[src/mfcr_pkg.sv]
// Functional notes
// bit 2 of settings one enables position detect timeout fault; resets 0
// bit 1 of settings one enables position detect frequency fault; resets 0
// bit 0 of settings one enables loop saturation indication; resets 0
// bit 30 of settings two enables overspeed lock detector; resets 0
// bit 29 of settings two enables back-emf lock detector; resets 0
// bit 28 of settings two enables motor absent lock detector; resets 0
// bits 27..25 pick overspeed threshold, 130% to 200% in 10% steps
// bits 24..22 pick back-emf threshold, 40..65, 67.5, 70 percent
// settings two is a 32-bit register at index 92h, resets to zero
// bit 31 of settings two is reserved, read/write, no effect
// writes land at the acknowledged edge; reads return stored bits verbatim
package mfcr_pkg;

  // register indices; byte address is four times the index
  localparam logic [9:0]  IDX_SETTINGS_ONE = 10'h091;
  localparam logic [9:0]  IDX_SETTINGS_TWO = 10'h092;
  localparam logic [9:0]  IDX_IRQ_STATUS   = 10'h0a0;
  localparam logic [9:0]  IDX_IRQ_CLEAR    = 10'h0a1;
  localparam logic [9:0]  IDX_IRQ_ENABLE   = 10'h0a2;

  // reset values
  localparam logic [31:0] RST_SETTINGS_TWO = 32'h00000000;
  localparam logic [2:0]  RST_SETTINGS_ONE = 3'h0;
  localparam logic [5:0]  RST_IRQ          = 6'h00;

  // field positions in settings one
  localparam int POS_TIMEOUT_EN = 2;
  localparam int POS_FREQ_EN    = 1;
  localparam int POS_SAT_EN     = 0;

  // interrupt event bit positions
  localparam int NUM_EVENTS      = 6;
  localparam int EV_TIMEOUT      = 0;
  localparam int EV_FREQUENCY    = 1;
  localparam int EV_OVERSPEED    = 2;
  localparam int EV_BACKEMF      = 3;
  localparam int EV_MOTOR_ABSENT = 4;
  localparam int EV_SATURATION   = 5;

  // bus geometry
  localparam int NUM_LANES = 4;
  localparam int LANE_BITS = 8;

  // overspeed threshold in percent of maximum speed, per code
  localparam logic [7:0] OVERSPEED_BASE_PCT = 8'h82;
  localparam logic [7:0] OVERSPEED_STEP_PCT = 8'h0a;

  // back-emf threshold in tenths of a percent, per code
  localparam logic [9:0] BACKEMF_PERMILLE [8] = '{
    10'h190, 10'h1c2, 10'h1f4, 10'h226, 10'h258, 10'h28a, 10'h2a3, 10'h2bc
  };

  // second fault settings register layout
  typedef struct packed {
    logic       reserved;
    logic       overspeed_lock_enable;
    logic       backemf_lock_enable;
    logic       motor_absent_lock_enable;
    logic [2:0] overspeed_threshold_select;
    logic [2:0] backemf_threshold_select;
    logic [21:0] lower_fields;
  } mfcr_settings_two_t;

  // first fault settings register, low three bits only
  typedef struct packed {
    logic position_detect_timeout_fault_enable;
    logic position_detect_frequency_fault_enable;
    logic saturation_indication_enable;
  } mfcr_settings_one_t;

  // decoded thresholds
  typedef struct packed {
    logic [7:0] overspeed_percent;
    logic [9:0] backemf_permille;
  } mfcr_thresholds_t;

endpackage

[src/mfcr_regs.sv]
// The implementer's own choice: the Wishbone slave port.
`timescale 1ns/100ps
// fault and lock detection configuration registers with wishbone slave
module mfcr_regs
(
  input  wire logic                       sys_clk,
  input  wire logic                       rst,
  input  wire logic                       ce,
  // wishbone classic slave
  input  wire logic                       wb_cyc_i,
  input  wire logic                       wb_stb_i,
  input  wire logic                       wb_we_i,
  input  wire logic [11:0]                wb_adr_i,
  input  wire logic [3:0]                 wb_sel_i,
  input  wire logic [31:0]                wb_dat_i,
  output logic      [31:0]                wb_dat_o,
  output logic                            wb_ack_o,
  // raw detector events from the motor control logic
  input  wire logic                       position_timeout_event,
  input  wire logic                       position_frequency_event,
  input  wire logic                       overspeed_event,
  input  wire logic                       backemf_event,
  input  wire logic                       motor_absent_event,
  input  wire logic                       loop_saturation,
  // configuration outputs
  output mfcr_pkg::mfcr_settings_one_t    settings_one,
  output mfcr_pkg::mfcr_settings_two_t    settings_two,
  output mfcr_pkg::mfcr_thresholds_t      thresholds,
  output logic                            saturation_indication,
  output logic                            irq
);

  // ---------------- bus decode ----------------
  logic [9:0]  word_index;
  logic        bus_request;
  logic        write_commit;
  logic        hit_one;
  logic        hit_two;
  logic        hit_status;
  logic        hit_clear;
  logic        hit_enable;
  logic        hit_any;
  logic [31:0] lane_mask;

  // address and strobe decode
  assign word_index   = wb_adr_i[11:2];
  assign bus_request  = wb_cyc_i & wb_stb_i;
  assign write_commit = bus_request & wb_we_i & wb_ack_o;
  assign hit_one      = (word_index == mfcr_pkg::IDX_SETTINGS_ONE);
  assign hit_two      = (word_index == mfcr_pkg::IDX_SETTINGS_TWO);
  assign hit_status   = (word_index == mfcr_pkg::IDX_IRQ_STATUS);
  assign hit_clear    = (word_index == mfcr_pkg::IDX_IRQ_CLEAR);
  assign hit_enable   = (word_index == mfcr_pkg::IDX_IRQ_ENABLE);
  assign hit_any      = hit_one | hit_two | hit_status | hit_clear | hit_enable;

  // expand byte selects to a bit mask
  genvar lane;
  generate
    for (lane = 0; lane < mfcr_pkg::NUM_LANES; lane++)
    begin : g_lane
      assign lane_mask[lane*mfcr_pkg::LANE_BITS +: mfcr_pkg::LANE_BITS] =
        {mfcr_pkg::LANE_BITS{wb_sel_i[lane]}};
    end
  endgenerate

  // ---------------- acknowledge ----------------
  logic next_ack;

  // one wait state, ack drops the cycle after it was given
  assign next_ack = bus_request & ~wb_ack_o;

  always_ff @(posedge sys_clk or posedge rst)
  begin
    if (rst)
      wb_ack_o <= 1'b0;
    else if (ce)
      wb_ack_o <= next_ack;
  end

  // ---------------- settings two ----------------
  logic [31:0] two_bits;
  logic [31:0] next_two_bits;

  // masked merge, every bit is stored including the reserved one
  assign next_two_bits = (hit_two & write_commit) ?
                         ((two_bits & ~lane_mask) | (wb_dat_i & lane_mask)) :
                         two_bits;

  always_ff @(posedge sys_clk or posedge rst)
  begin
    if (rst)
      two_bits <= mfcr_pkg::RST_SETTINGS_TWO;
    else if (ce)
      two_bits <= next_two_bits;
  end

  assign settings_two = mfcr_pkg::mfcr_settings_two_t'(two_bits);

  // ---------------- settings one ----------------
  logic [2:0] one_bits;
  logic [2:0] next_one_bits;

  // low three bits live in byte lane zero
  assign next_one_bits = (hit_one & write_commit & wb_sel_i[0]) ?
                         wb_dat_i[2:0] : one_bits;

  always_ff @(posedge sys_clk or posedge rst)
  begin
    if (rst)
      one_bits <= mfcr_pkg::RST_SETTINGS_ONE;
    else if (ce)
      one_bits <= next_one_bits;
  end

  assign settings_one.position_detect_timeout_fault_enable   =
    one_bits[mfcr_pkg::POS_TIMEOUT_EN];
  assign settings_one.position_detect_frequency_fault_enable =
    one_bits[mfcr_pkg::POS_FREQ_EN];
  assign settings_one.saturation_indication_enable           =
    one_bits[mfcr_pkg::POS_SAT_EN];

  // ---------------- saturation indication ----------------
  logic next_saturation_indication;

  // suppressed while the enable is low
  assign next_saturation_indication =
    loop_saturation & settings_one.saturation_indication_enable;

  always_ff @(posedge sys_clk or posedge rst)
  begin
    if (rst)
      saturation_indication <= 1'b0;
    else if (ce)
      saturation_indication <= next_saturation_indication;
  end

  // ---------------- gated events ----------------
  logic [mfcr_pkg::NUM_EVENTS-1:0] raw_events;
  logic [mfcr_pkg::NUM_EVENTS-1:0] event_gate;
  logic [mfcr_pkg::NUM_EVENTS-1:0] gated_events;

  // collect detector events in status bit order
  assign raw_events[mfcr_pkg::EV_TIMEOUT]      = position_timeout_event;
  assign raw_events[mfcr_pkg::EV_FREQUENCY]    = position_frequency_event;
  assign raw_events[mfcr_pkg::EV_OVERSPEED]    = overspeed_event;
  assign raw_events[mfcr_pkg::EV_BACKEMF]      = backemf_event;
  assign raw_events[mfcr_pkg::EV_MOTOR_ABSENT] = motor_absent_event;
  assign raw_events[mfcr_pkg::EV_SATURATION]   = loop_saturation;

  // a detector only reports while its enable is set
  assign event_gate[mfcr_pkg::EV_TIMEOUT]      =
    settings_one.position_detect_timeout_fault_enable;
  assign event_gate[mfcr_pkg::EV_FREQUENCY]    =
    settings_one.position_detect_frequency_fault_enable;
  assign event_gate[mfcr_pkg::EV_OVERSPEED]    = settings_two.overspeed_lock_enable;
  assign event_gate[mfcr_pkg::EV_BACKEMF]      = settings_two.backemf_lock_enable;
  assign event_gate[mfcr_pkg::EV_MOTOR_ABSENT] = settings_two.motor_absent_lock_enable;
  assign event_gate[mfcr_pkg::EV_SATURATION]   =
    settings_one.saturation_indication_enable;

  assign gated_events = raw_events & event_gate;

  // ---------------- interrupt registers ----------------
  logic [mfcr_pkg::NUM_EVENTS-1:0] irq_status;
  logic [mfcr_pkg::NUM_EVENTS-1:0] irq_enable;
  logic [mfcr_pkg::NUM_EVENTS-1:0] clear_hits;
  logic [mfcr_pkg::NUM_EVENTS-1:0] next_irq_enable;

  // write-one-to-clear strobes, lane zero only
  assign clear_hits = (hit_clear & write_commit & wb_sel_i[0]) ?
                      wb_dat_i[mfcr_pkg::NUM_EVENTS-1:0] : '0;

  assign next_irq_enable = (hit_enable & write_commit & wb_sel_i[0]) ?
                           wb_dat_i[mfcr_pkg::NUM_EVENTS-1:0] : irq_enable;

  // sticky status per event, a new event beats a clear
  genvar ev;
  generate
    for (ev = 0; ev < mfcr_pkg::NUM_EVENTS; ev++)
    begin : g_status
      logic next_bit;

      assign next_bit = gated_events[ev] | (irq_status[ev] & ~clear_hits[ev]);

      always_ff @(posedge sys_clk or posedge rst)
      begin
        if (rst)
          irq_status[ev] <= 1'b0;
        else if (ce)
          irq_status[ev] <= next_bit;
      end
    end
  endgenerate

  always_ff @(posedge sys_clk or posedge rst)
  begin
    if (rst)
      irq_enable <= mfcr_pkg::RST_IRQ;
    else if (ce)
      irq_enable <= next_irq_enable;
  end

  // level interrupt while any enabled status bit is set
  assign irq = |(irq_status & irq_enable);

  // ---------------- read data ----------------
  logic [31:0] read_word;
  logic [31:0] next_dat;

  // unmapped and write-only addresses read as zero
  assign read_word = hit_two    ? two_bits :
                     hit_one    ? {29'h0, one_bits} :
                     hit_status ? {26'h0, irq_status} :
                     hit_enable ? {26'h0, irq_enable} :
                     32'h00000000;

  assign next_dat = (next_ack & ~wb_we_i & hit_any) ? read_word : 32'h00000000;

  // read data captured with the ack
  always_ff @(posedge sys_clk or posedge rst)
  begin
    if (rst)
      wb_dat_o <= 32'h00000000;
    else if (ce)
      wb_dat_o <= next_dat;
  end

  // ---------------- threshold decode ----------------
  mfcr_threshold_decode u_decode
  (
    .sys_clk                    (sys_clk),
    .rst                        (rst),
    .ce                         (ce),
    .overspeed_threshold_select (settings_two.overspeed_threshold_select),
    .backemf_threshold_select   (settings_two.backemf_threshold_select),
    .thresholds                 (thresholds)
  );

endmodule

[src/mfcr_threshold_decode.sv]
`timescale 1ns/100ps
// turns the two threshold codes into numeric thresholds
module mfcr_threshold_decode
(
  input  wire logic                      sys_clk,
  input  wire logic                      rst,
  input  wire logic                      ce,
  input  wire logic [2:0]                overspeed_threshold_select,
  input  wire logic [2:0]                backemf_threshold_select,
  output mfcr_pkg::mfcr_thresholds_t     thresholds
);

  mfcr_pkg::mfcr_thresholds_t next_thresholds;
  logic [7:0]                 overspeed_offset;

  // linear overspeed map, table for back-emf
  assign overspeed_offset = 8'(overspeed_threshold_select) * mfcr_pkg::OVERSPEED_STEP_PCT;
  assign next_thresholds.overspeed_percent =
    8'(mfcr_pkg::OVERSPEED_BASE_PCT + overspeed_offset);
  assign next_thresholds.backemf_permille =
    mfcr_pkg::BACKEMF_PERMILLE[backemf_threshold_select];

  // registered so data outputs come from flops
  always_ff @(posedge sys_clk or posedge rst)
  begin
    if (rst)
      thresholds <= {mfcr_pkg::OVERSPEED_BASE_PCT, mfcr_pkg::BACKEMF_PERMILLE[0]}; // code zero
    else if (ce)
      thresholds <= next_thresholds;
  end

endmodule

[config.mk]
export PLATFORM = sky130hd
export DESIGN_NAME = mfcr_regs
export DESIGN_NICKNAME = d
export VERILOG_FILES = /design/src/mfcr_pkg.sv /design/src/mfcr_regs.sv /design/src/mfcr_threshold_decode.sv
export SDC_FILE = /design/constraint.sdc
export NUM_CORES = 1
export LEC_CHECK = 0
export ABC_AREA = 1
export BUFFER_PORTS_ARGS = -buffer_cell sky130_fd_sc_hd__buf_2
export CORE_UTILIZATION = 51
export CTS_CLUSTER_DIAMETER = 40
export DETAILED_ROUTE_END_ITERATION = 12
export GPL_TIMING_DRIVEN = 0
export PLACE_DENSITY = 0.89
export SYNTH_ARGS = -nofsm -noshare
export SYNTH_HDL_FRONTEND = slang
export SYNTH_HIERARCHICAL = 1
export SYNTH_SLANG_ARGS = --single-unit
[constraint.sdc]
create_clock -name sys_clk -period 3 [get_ports sys_clk]
set_clock_uncertainty 0.2 [all_clocks]
set_input_delay 0.15 -clock sys_clk [delete_from_list [all_inputs] [get_ports sys_clk]]
set_output_delay 0.15 -clock sys_clk [all_outputs]
set_load 0.05 [all_outputs]
==> Flow_metrics.wiki, run 1 <==
{| class="wikitable"
! Metric !! Value
|-
| Highest attainable clock frequency || 0.360 GHz
|-
| Via count of the first global-routing pass || 4272
|-
| Worst path bufs/invs || 4
|-
| Commonest cells in the netlist || sky130_fd_sc_hd__nand2_1, sky130_fd_sc_hd__dfrtp_1, sky130_fd_sc_hd__inv_1, sky130_fd_sc_hd__nor2_1, sky130_fd_sc_hd__nand3_1
|-
| Placement Cell Area || 0.00539 mm2
|-
| Worst Path Arrival || 2.83 ns
|-
| Synth Area per Inst || 9.10 um2
|-
| Cell accounting for the most synthesized area || sky130_fd_sc_hd__dfrtp_1
|-
| Number of instances resized during post-cts repair || 0
|-
| Part of the Yosys area used for sequential elements || 54.5%
|-
| Boundary Pins || 148
|-
| Slew @ Worst Pin || 0.612 ns
|-
| Sinks on Clock Net || 98
|-
| Max Root-Sink Buffers || 2
|-
| Leakage || 3.28 nW
|-
| H-tree lvl count || 3
|-
| Setup repair after global routing missed its margin || no
|-
| Placer Congestion || 0.901
|-
| Fraction of final layout cells sized beyond drive strength 1 || 31.5%
|-
| Via count || 4235
|-
| Wire length of the first global-routing pass || 20.0 mm
|-
| Remaining number of nets flagged by the antenna check after routing || 0
|-
| Total of buffers placed on input and output ports || 144
|-
| Async SR Flop Fraction || 100%
|-
| Path type of the worst setup path || in2reg
|-
| Initial Utilization || 53.8%
|-
| Cell Area, Synth || 0.00451 mm2
|-
| WL/cell || 15.4 um
|-
| Total gr overflow || 0
|-
| IR Drop Worst-Case VDD || 364 uV
|-
| Area enclosed by the die boundary || 0.00923 mm2
|-
| Dpl hpwl || 8.42 mm
|-
| Critical path's top delay family || buffers and inverters
|-
| CP cell instances || dlygate4sd3_1 > buf_2 > buf_2 > nand4_1 > nor2_1 > nand3_1 > o21ai_0 > nand2_1 > dlygate4sd3_1
|-
| Post-synthesis to final-layout area growth || 34.1%
|-
| Setup TNS || 0 ns
|-
| Initial DRT Pass Iterations || 5
|-
| Final std cell area, no fill || 0.00605 mm2
|-
| Launching element type of the critical path || primary input
|-
| Cell count after synthesis || 496
|-
| Number of nets produced by synthesis || 565
|-
| Delay of the slowest critical-path stage || 0.57 ns
|-
| Clock latency on the worst-skew pair || 0.36 ns
|-
| CP max-delay cell || sky130_fd_sc_hd__dlygate4sd3_1
|-
| Buffer cell driving the clock tree root || sky130_fd_sc_hd__clkbuf_8
|-
| Maximum net fanout on the critical path || 9
|-
| Initial antenna violation count || 0
|-
| Status || complete, no violations
|-
| Setup-failing EPs final || 0
|-
| Clock tree from TritonCTS || built
|-
| Cells taking the most area after synthesis || sky130_fd_sc_hd__dfrtp_1, sky130_fd_sc_hd__nand2_1, sky130_fd_sc_hd__a21oi_2
|-
| Headroom to the max-slew limit || 59.1%
|-
| Antenna diode count || 0
|-
| Number of distinct library cell variants in the gate-level netlist after synthesis || 34
|-
| Slew Limit Fails || 0
|-
| Vias per Instance || 5.23
|-
| Initial detailed-routing violation count || 232
|-
| Number of placement rows || 33
|-
| Area share of the leading cell type in the synthesized netlist || 51.6%
|-
| Most frequently used flop master after synthesis || sky130_fd_sc_hd__dfrtp_1
|-
| Number of synthesized register bits || 98
|-
| Num CTS Buffers || 9
|-
| Net total in the final layout || 768
|-
| Final-report hold violation count || 0
|-
| Total power per unit cell area || 396 mW/mm2
|-
| Die extent in x || 96.1 um
|-
| Total core area || 0.00838 mm2
|-
| Clock transition at the registers of the reported paths || 0.10 ns
|-
| DR DRC count || 0
|-
| Pin count of the biggest net entering global routing || 45
|-
| Max-cap viol count || 0
|-
| Post-route clock period utilization || 92.6%
|-
| Number of warnings reported in the yosys synthesis log || 6
|-
| Overall Global Routing Usage || 28.8%
|-
| Period minus WS final || 2.78 ns
|-
| Worst hold path class || in2reg
|-
| EDFF count, synth || 0
|-
| Kind of end point of the critical path || register
|-
| Worst endpoint required time || 3.05 ns
|-
| Y dimension of the die || 96.1 um
|-
| Dominant cell by count in the synthesized netlist || sky130_fd_sc_hd__nand2_1
|-
| Detailed Route WL || 12.5 mm
|}
## power breakdown
group	switching [mW]	internal, mW	total [mW]
clock	0.454	0.393	0.847
combinational	0.130	0.0854	0.215
sequential	0.00459	1.33	1.33
total	0.589	1.81	2.40
## stage by stage
stage | hold WS, ns | worst slack [ns] | instances | power [mW] | util [%]
2_1_floorplan | -0.128 | 0.570 | 496 | 1.45 | -
3_3_place_gp | 0.0461 | -0.222 | 745 | 1.52 | 64.0
3_5_place_dp | 0.0239 | 0.923 | 746 | 1.53 | 64.3
4_1_cts | 0.00145 | 0.279 | 809 | 2.41 | 72.2
5_1_grt | 0.0107 | 0.0161 | 809 | 2.50 | 72.2
6_report | 0.0123 | 0.223 | 809 | 2.40 | 72.2
## final cells by class
class | instances | area, um2
multi-input cells | 318 | 1690
well taps | 105 | 131
repair buffers | 192 | 1210
clock buffers | 11 | 131
flip-flops and latches | 98 | 2460
fillers | 617 | 2330
clock inverters | 5 | 62.6
inverters | 64 | 243
plain buffers | 16 | 120
## logic make-up (layout without fill, tap and decap cells)
| kind of cell | after synthesis | count (layout) | share of synthesized area (%) |
|---|---|---|---|
| AND/OR/NAND/NOR | 213 | 213 | 21.7 |
| flip-flops | 98 | 98 | 54.5 |
| AO/OA/AOI/OAI | 95 | 95 | 13.3 |
| buffers and inverters | 80 | 288 | 7.98 |
| adder cells (fa/ha/maj) | 9 | 9 | 2.50 |
| other | 1 | 1 | 0.0831 |
## timing repair
item / in CTS / in global routing
buffers inserted: 0 / 0
hold buffers: 47 / 0
hold endpoints to repair: 106 / 0
## worst paths after layout
kind                                            start                    end  slack [ns]  cells past startpoint
worst max-delay path                               ce          irq_status[1]        0.22                      9
worst min-delay path                      wb_sel_i[1]               register        0.01                      4
worst max register to register               wb_ack_o          irq_status[1]        0.65                      6
worst min register to register  saturation_indication  saturation_indication        0.29                      2
max in group asynchronous                         rst            wb_dat_o[6]        1.82                      4
min in group asynchronous                         rst           wb_dat_o[25]        0.18                      3
## worst register-to-register path, stage by stage (launching register included)
cell	delay (ns)
sky130_fd_sc_hd__dfrtp_1	0.39
sky130_fd_sc_hd__nand4_1	0.21
sky130_fd_sc_hd__nor2_1	0.32
sky130_fd_sc_hd__nand3_1	0.25
sky130_fd_sc_hd__o21ai_0	0.24
sky130_fd_sc_hd__nand2_1	0.08
sky130_fd_sc_hd__dlygate4sd3_1	0.57
## cells in the final DEF, fill, tap and decap left out, drive strengths merged
| cell | instances |
|---|---|
| nand2 | 119 |
| dlygate4sd3 | 47 |
| bufinv | 1 |
| clkinv | 1 |
| o21ai | 58 |
| o21a | 2 |
| a221oi | 1 |
| a31oi | 1 |
| nand3 | 41 |
| o211ai | 2 |
| buf | 157 |
| nand3b | 2 |
| a22o | 1 |
| o21bai | 1 |
| nor2 | 46 |
| dfrtp | 93 |
| inv | 65 |
| clkinvlp | 2 |
| or2 | 1 |
| ha | 9 |
| nand4 | 4 |
| a21oi | 29 |
| dfstp | 5 |
| conb | 1 |
| clkbuf | 15 |
## metal layers
metal	GRT usage (%)	vias to the layer above	wire length, um
li1	-	1996	-
met1	35.3	2008	4950
met2	49.7	198	6300
met3	4.82	33	875
met4	12.6	0	354
met5	0	-	0
Power figures use the tool's default switching activity.
==> run 2: changes to the inputs <==
Settings changed: CORE_UTILIZATION 51 to 45, PLACE_DENSITY 0.89 to 0.81.
==> Flow_metrics.wiki, run 2 (synthesis gave the netlist of run 1 again) <==
{| class="wikitable"
! Metric !! Value
|-
| Number of placement rows || 36
|-
| Area enclosed by the die boundary || 0.0104 mm2
|-
| Placement Cell Area || 0.00542 mm2
|-
| Leakage || 3.33 nW
|-
| Dpl hpwl || 8.40 mm
|-
| Routed met2 length || 6.25 mm
|-
| Sinks on Clock Net || 98
|-
| Maximum net fanout on the critical path || 9
|-
| Die extent in x || 102 um
|-
| Pin count of the biggest net entering global routing || 43
|-
| Startpoint of the worst setup timing path || ce
|-
| Worst Path Arrival || 2.84 ns
|-
| Total power per unit cell area || 396 mW/mm2
|-
| Slew @ Worst Pin || 0.630 ns
|-
| Boundary Pins || 148
|-
| Post-route clock period utilization || 93.2%
|-
| IR Drop Worst-Case VDD || 270 uV
|-
| Sum of internal, switching and leakage power || 2.44 mW
|-
| Initial DRT Pass Iterations || 4
|-
| Uppermost layer routed || met4
|-
| Wire length of the first global-routing pass || 19.8 mm
|-
| Max Root-Sink Buffers || 2
|-
| Headroom to the max-slew limit || 57.9%
|-
| Clock latency on the worst-skew pair || 0.36 ns
|-
| Final-report hold violation count || 0
|-
| Buffer cell driving the clock tree root || sky130_fd_sc_hd__clkbuf_8
|-
| Setup-failing EPs final || 0
|-
| Number of instances resized during post-cts repair || 0
|-
| Via count || 4197
|-
| Net total in the final layout || 775
|-
| Clock tree from TritonCTS || built
|-
| Post-synthesis to final-layout area growth || 36.7%
|-
| Setup repair after global routing missed its margin || no
|-
| WL/cell || 14.7 um
|-
| Worst flop-to-flop path endpoint || irq_status[1]
|-
| Initial antenna violation count || 0
|-
| Slack of the worst reg-to-reg path || 0.62 ns
|-
| Final std cell area, no fill || 0.00617 mm2
|-
| Vias per Instance || 4.97
|-
| Clock transition at the registers of the reported paths || 0.09 ns
|-
| Critical path destination || irq_status[1]
|-
| Setup TNS || 0 ns
|-
| Total of buffers placed on input and output ports || 144
|-
| Highest attainable clock frequency || 0.358 GHz
|-
| Via count of the first global-routing pass || 4198
|-
| Initial Utilization || 46.4%
|-
| Period minus WS final || 2.80 ns
|-
| Commonest non-fill, non-tap cells in the layout || sky130_fd_sc_hd__buf_2, sky130_fd_sc_hd__nand2_1, sky130_fd_sc_hd__dfrtp_1, sky130_fd_sc_hd__inv_1, sky130_fd_sc_hd__dlygate4sd3_1
|-
| DR DRC count || 0
|-
| Total gr overflow || 0
|-
| Post-route met1 wirelength || 5.17 mm
|-
| Total core area || 0.00973 mm2
|-
| Antenna diode count || 0
|-
| Slew Limit Fails || 0
|-
| Reg2Reg Depth || 6
|-
| Fraction of final layout cells sized beyond drive strength 1 || 31.2%
|-
| Placer Congestion || 0.946
|-
| Detailed Route WL || 12.4 mm
|-
| Max-cap viol count || 0
|-
| Leading cell type in the layout, fill and taps excluded || sky130_fd_sc_hd__buf_2
|-
| Met3 routed WL || 715 um
|-
| Worst endpoint required time || 3.04 ns
|-
| Worst hold path class || in2reg
|-
| Status || complete, no violations
|-
| Remaining number of nets flagged by the antenna check after routing || 0
|-
| Y dimension of the die || 102 um
|-
| Overall Global Routing Usage || 24.9%
|-
| H-tree lvl count || 3
|-
| Initial detailed-routing violation count || 283
|-
| Launching element type of the critical path || primary input
|-
| Kind of end point of the critical path || register
|-
| Reg-to-Reg Start || wb_ack_o
|-
| Num CTS Buffers || 9
|-
| Path type of the worst setup path || in2reg
|}
-- run 2: changes by cell type in the layout (fill, tap and decap cells not counted) --
cell                            previous run  this run
sky130_fd_sc_hd__clkinvlp_4                2         1
sky130_fd_sc_hd__inv_6                     2         1
sky130_fd_sc_hd__clkbuf_8                  9        11
sky130_fd_sc_hd__dlygate4sd3_1            47        54
-- run 2: worst min path at each step --
stage,start,slack (ns),end,cells past startpoint
2_1_floorplan,rst,-0.13,u_decode/thresholds[0],1
3_3_place_gp,rst,0.05,u_decode/thresholds[0],2
3_5_place_dp,rst,0.04,wb_dat_o[25],2
4_1_cts,wb_sel_i[1],0.002,register,4
5_1_grt,wb_sel_i[1],0.02,register,4
6_report,wb_sel_i[1],0.004,register,4
-- run 2: area by class of cell --
cell class | count | area, um2
clock inverters | 3 | 46.3
flip-flops and latches | 98 | 2460
repair buffers | 199 | 1280
fillers | 785 | 3560
multi-input cells | 318 | 1690
clock buffers | 13 | 159
well taps | 133 | 166
plain buffers | 16 | 120
inverters | 64 | 243
-- run 2: layer usage --
layer  track usage [%]  vias to the layer above
li1                  -                     2002
met1              30.7                     1998
met2              42.6                      168
met3              5.54                       29
met4              9.45                        0
met5                 0                        -
-- run 2: critical path, stage by stage --
cell                            delay [ns]
sky130_fd_sc_hd__dlygate4sd3_1        0.52
sky130_fd_sc_hd__buf_2                0.18
sky130_fd_sc_hd__buf_2                0.29
sky130_fd_sc_hd__nand4_1              0.23
sky130_fd_sc_hd__nor2_1               0.30
sky130_fd_sc_hd__nand3_1              0.26
sky130_fd_sc_hd__o21ai_0              0.25
sky130_fd_sc_hd__nand2_1              0.09
sky130_fd_sc_hd__dlygate4sd3_1        0.56
-- run 2: what timing repair did --
| item | in CTS | in global routing |
|---|---|---|
| endpoints found under the hold margin | 109 | 0 |
| buffers inserted | 0 | 0 |
| hold buffers | 54 | 0 |
-- run 2: report_power, final --
group	leakage [nW]	internal [mW]	switching [mW]
clock	0.100	0.436	0.460
combinational	2.05	0.0854	0.130
sequential	1.18	1.33	0.00470
-- run 2: stage by stage --
stage	utilization [%]	std cells	setup WS (ns)	hold slack [ns]
floorplan	-	496	0.570	-0.128
global placement	55.5	773	-0.277	0.0537
detailed placement	55.7	774	0.938	0.0445
CTS	63.4	844	0.299	0.00235
global route	63.4	844	0.0272	0.0174
finish	63.4	844	0.204	0.00429
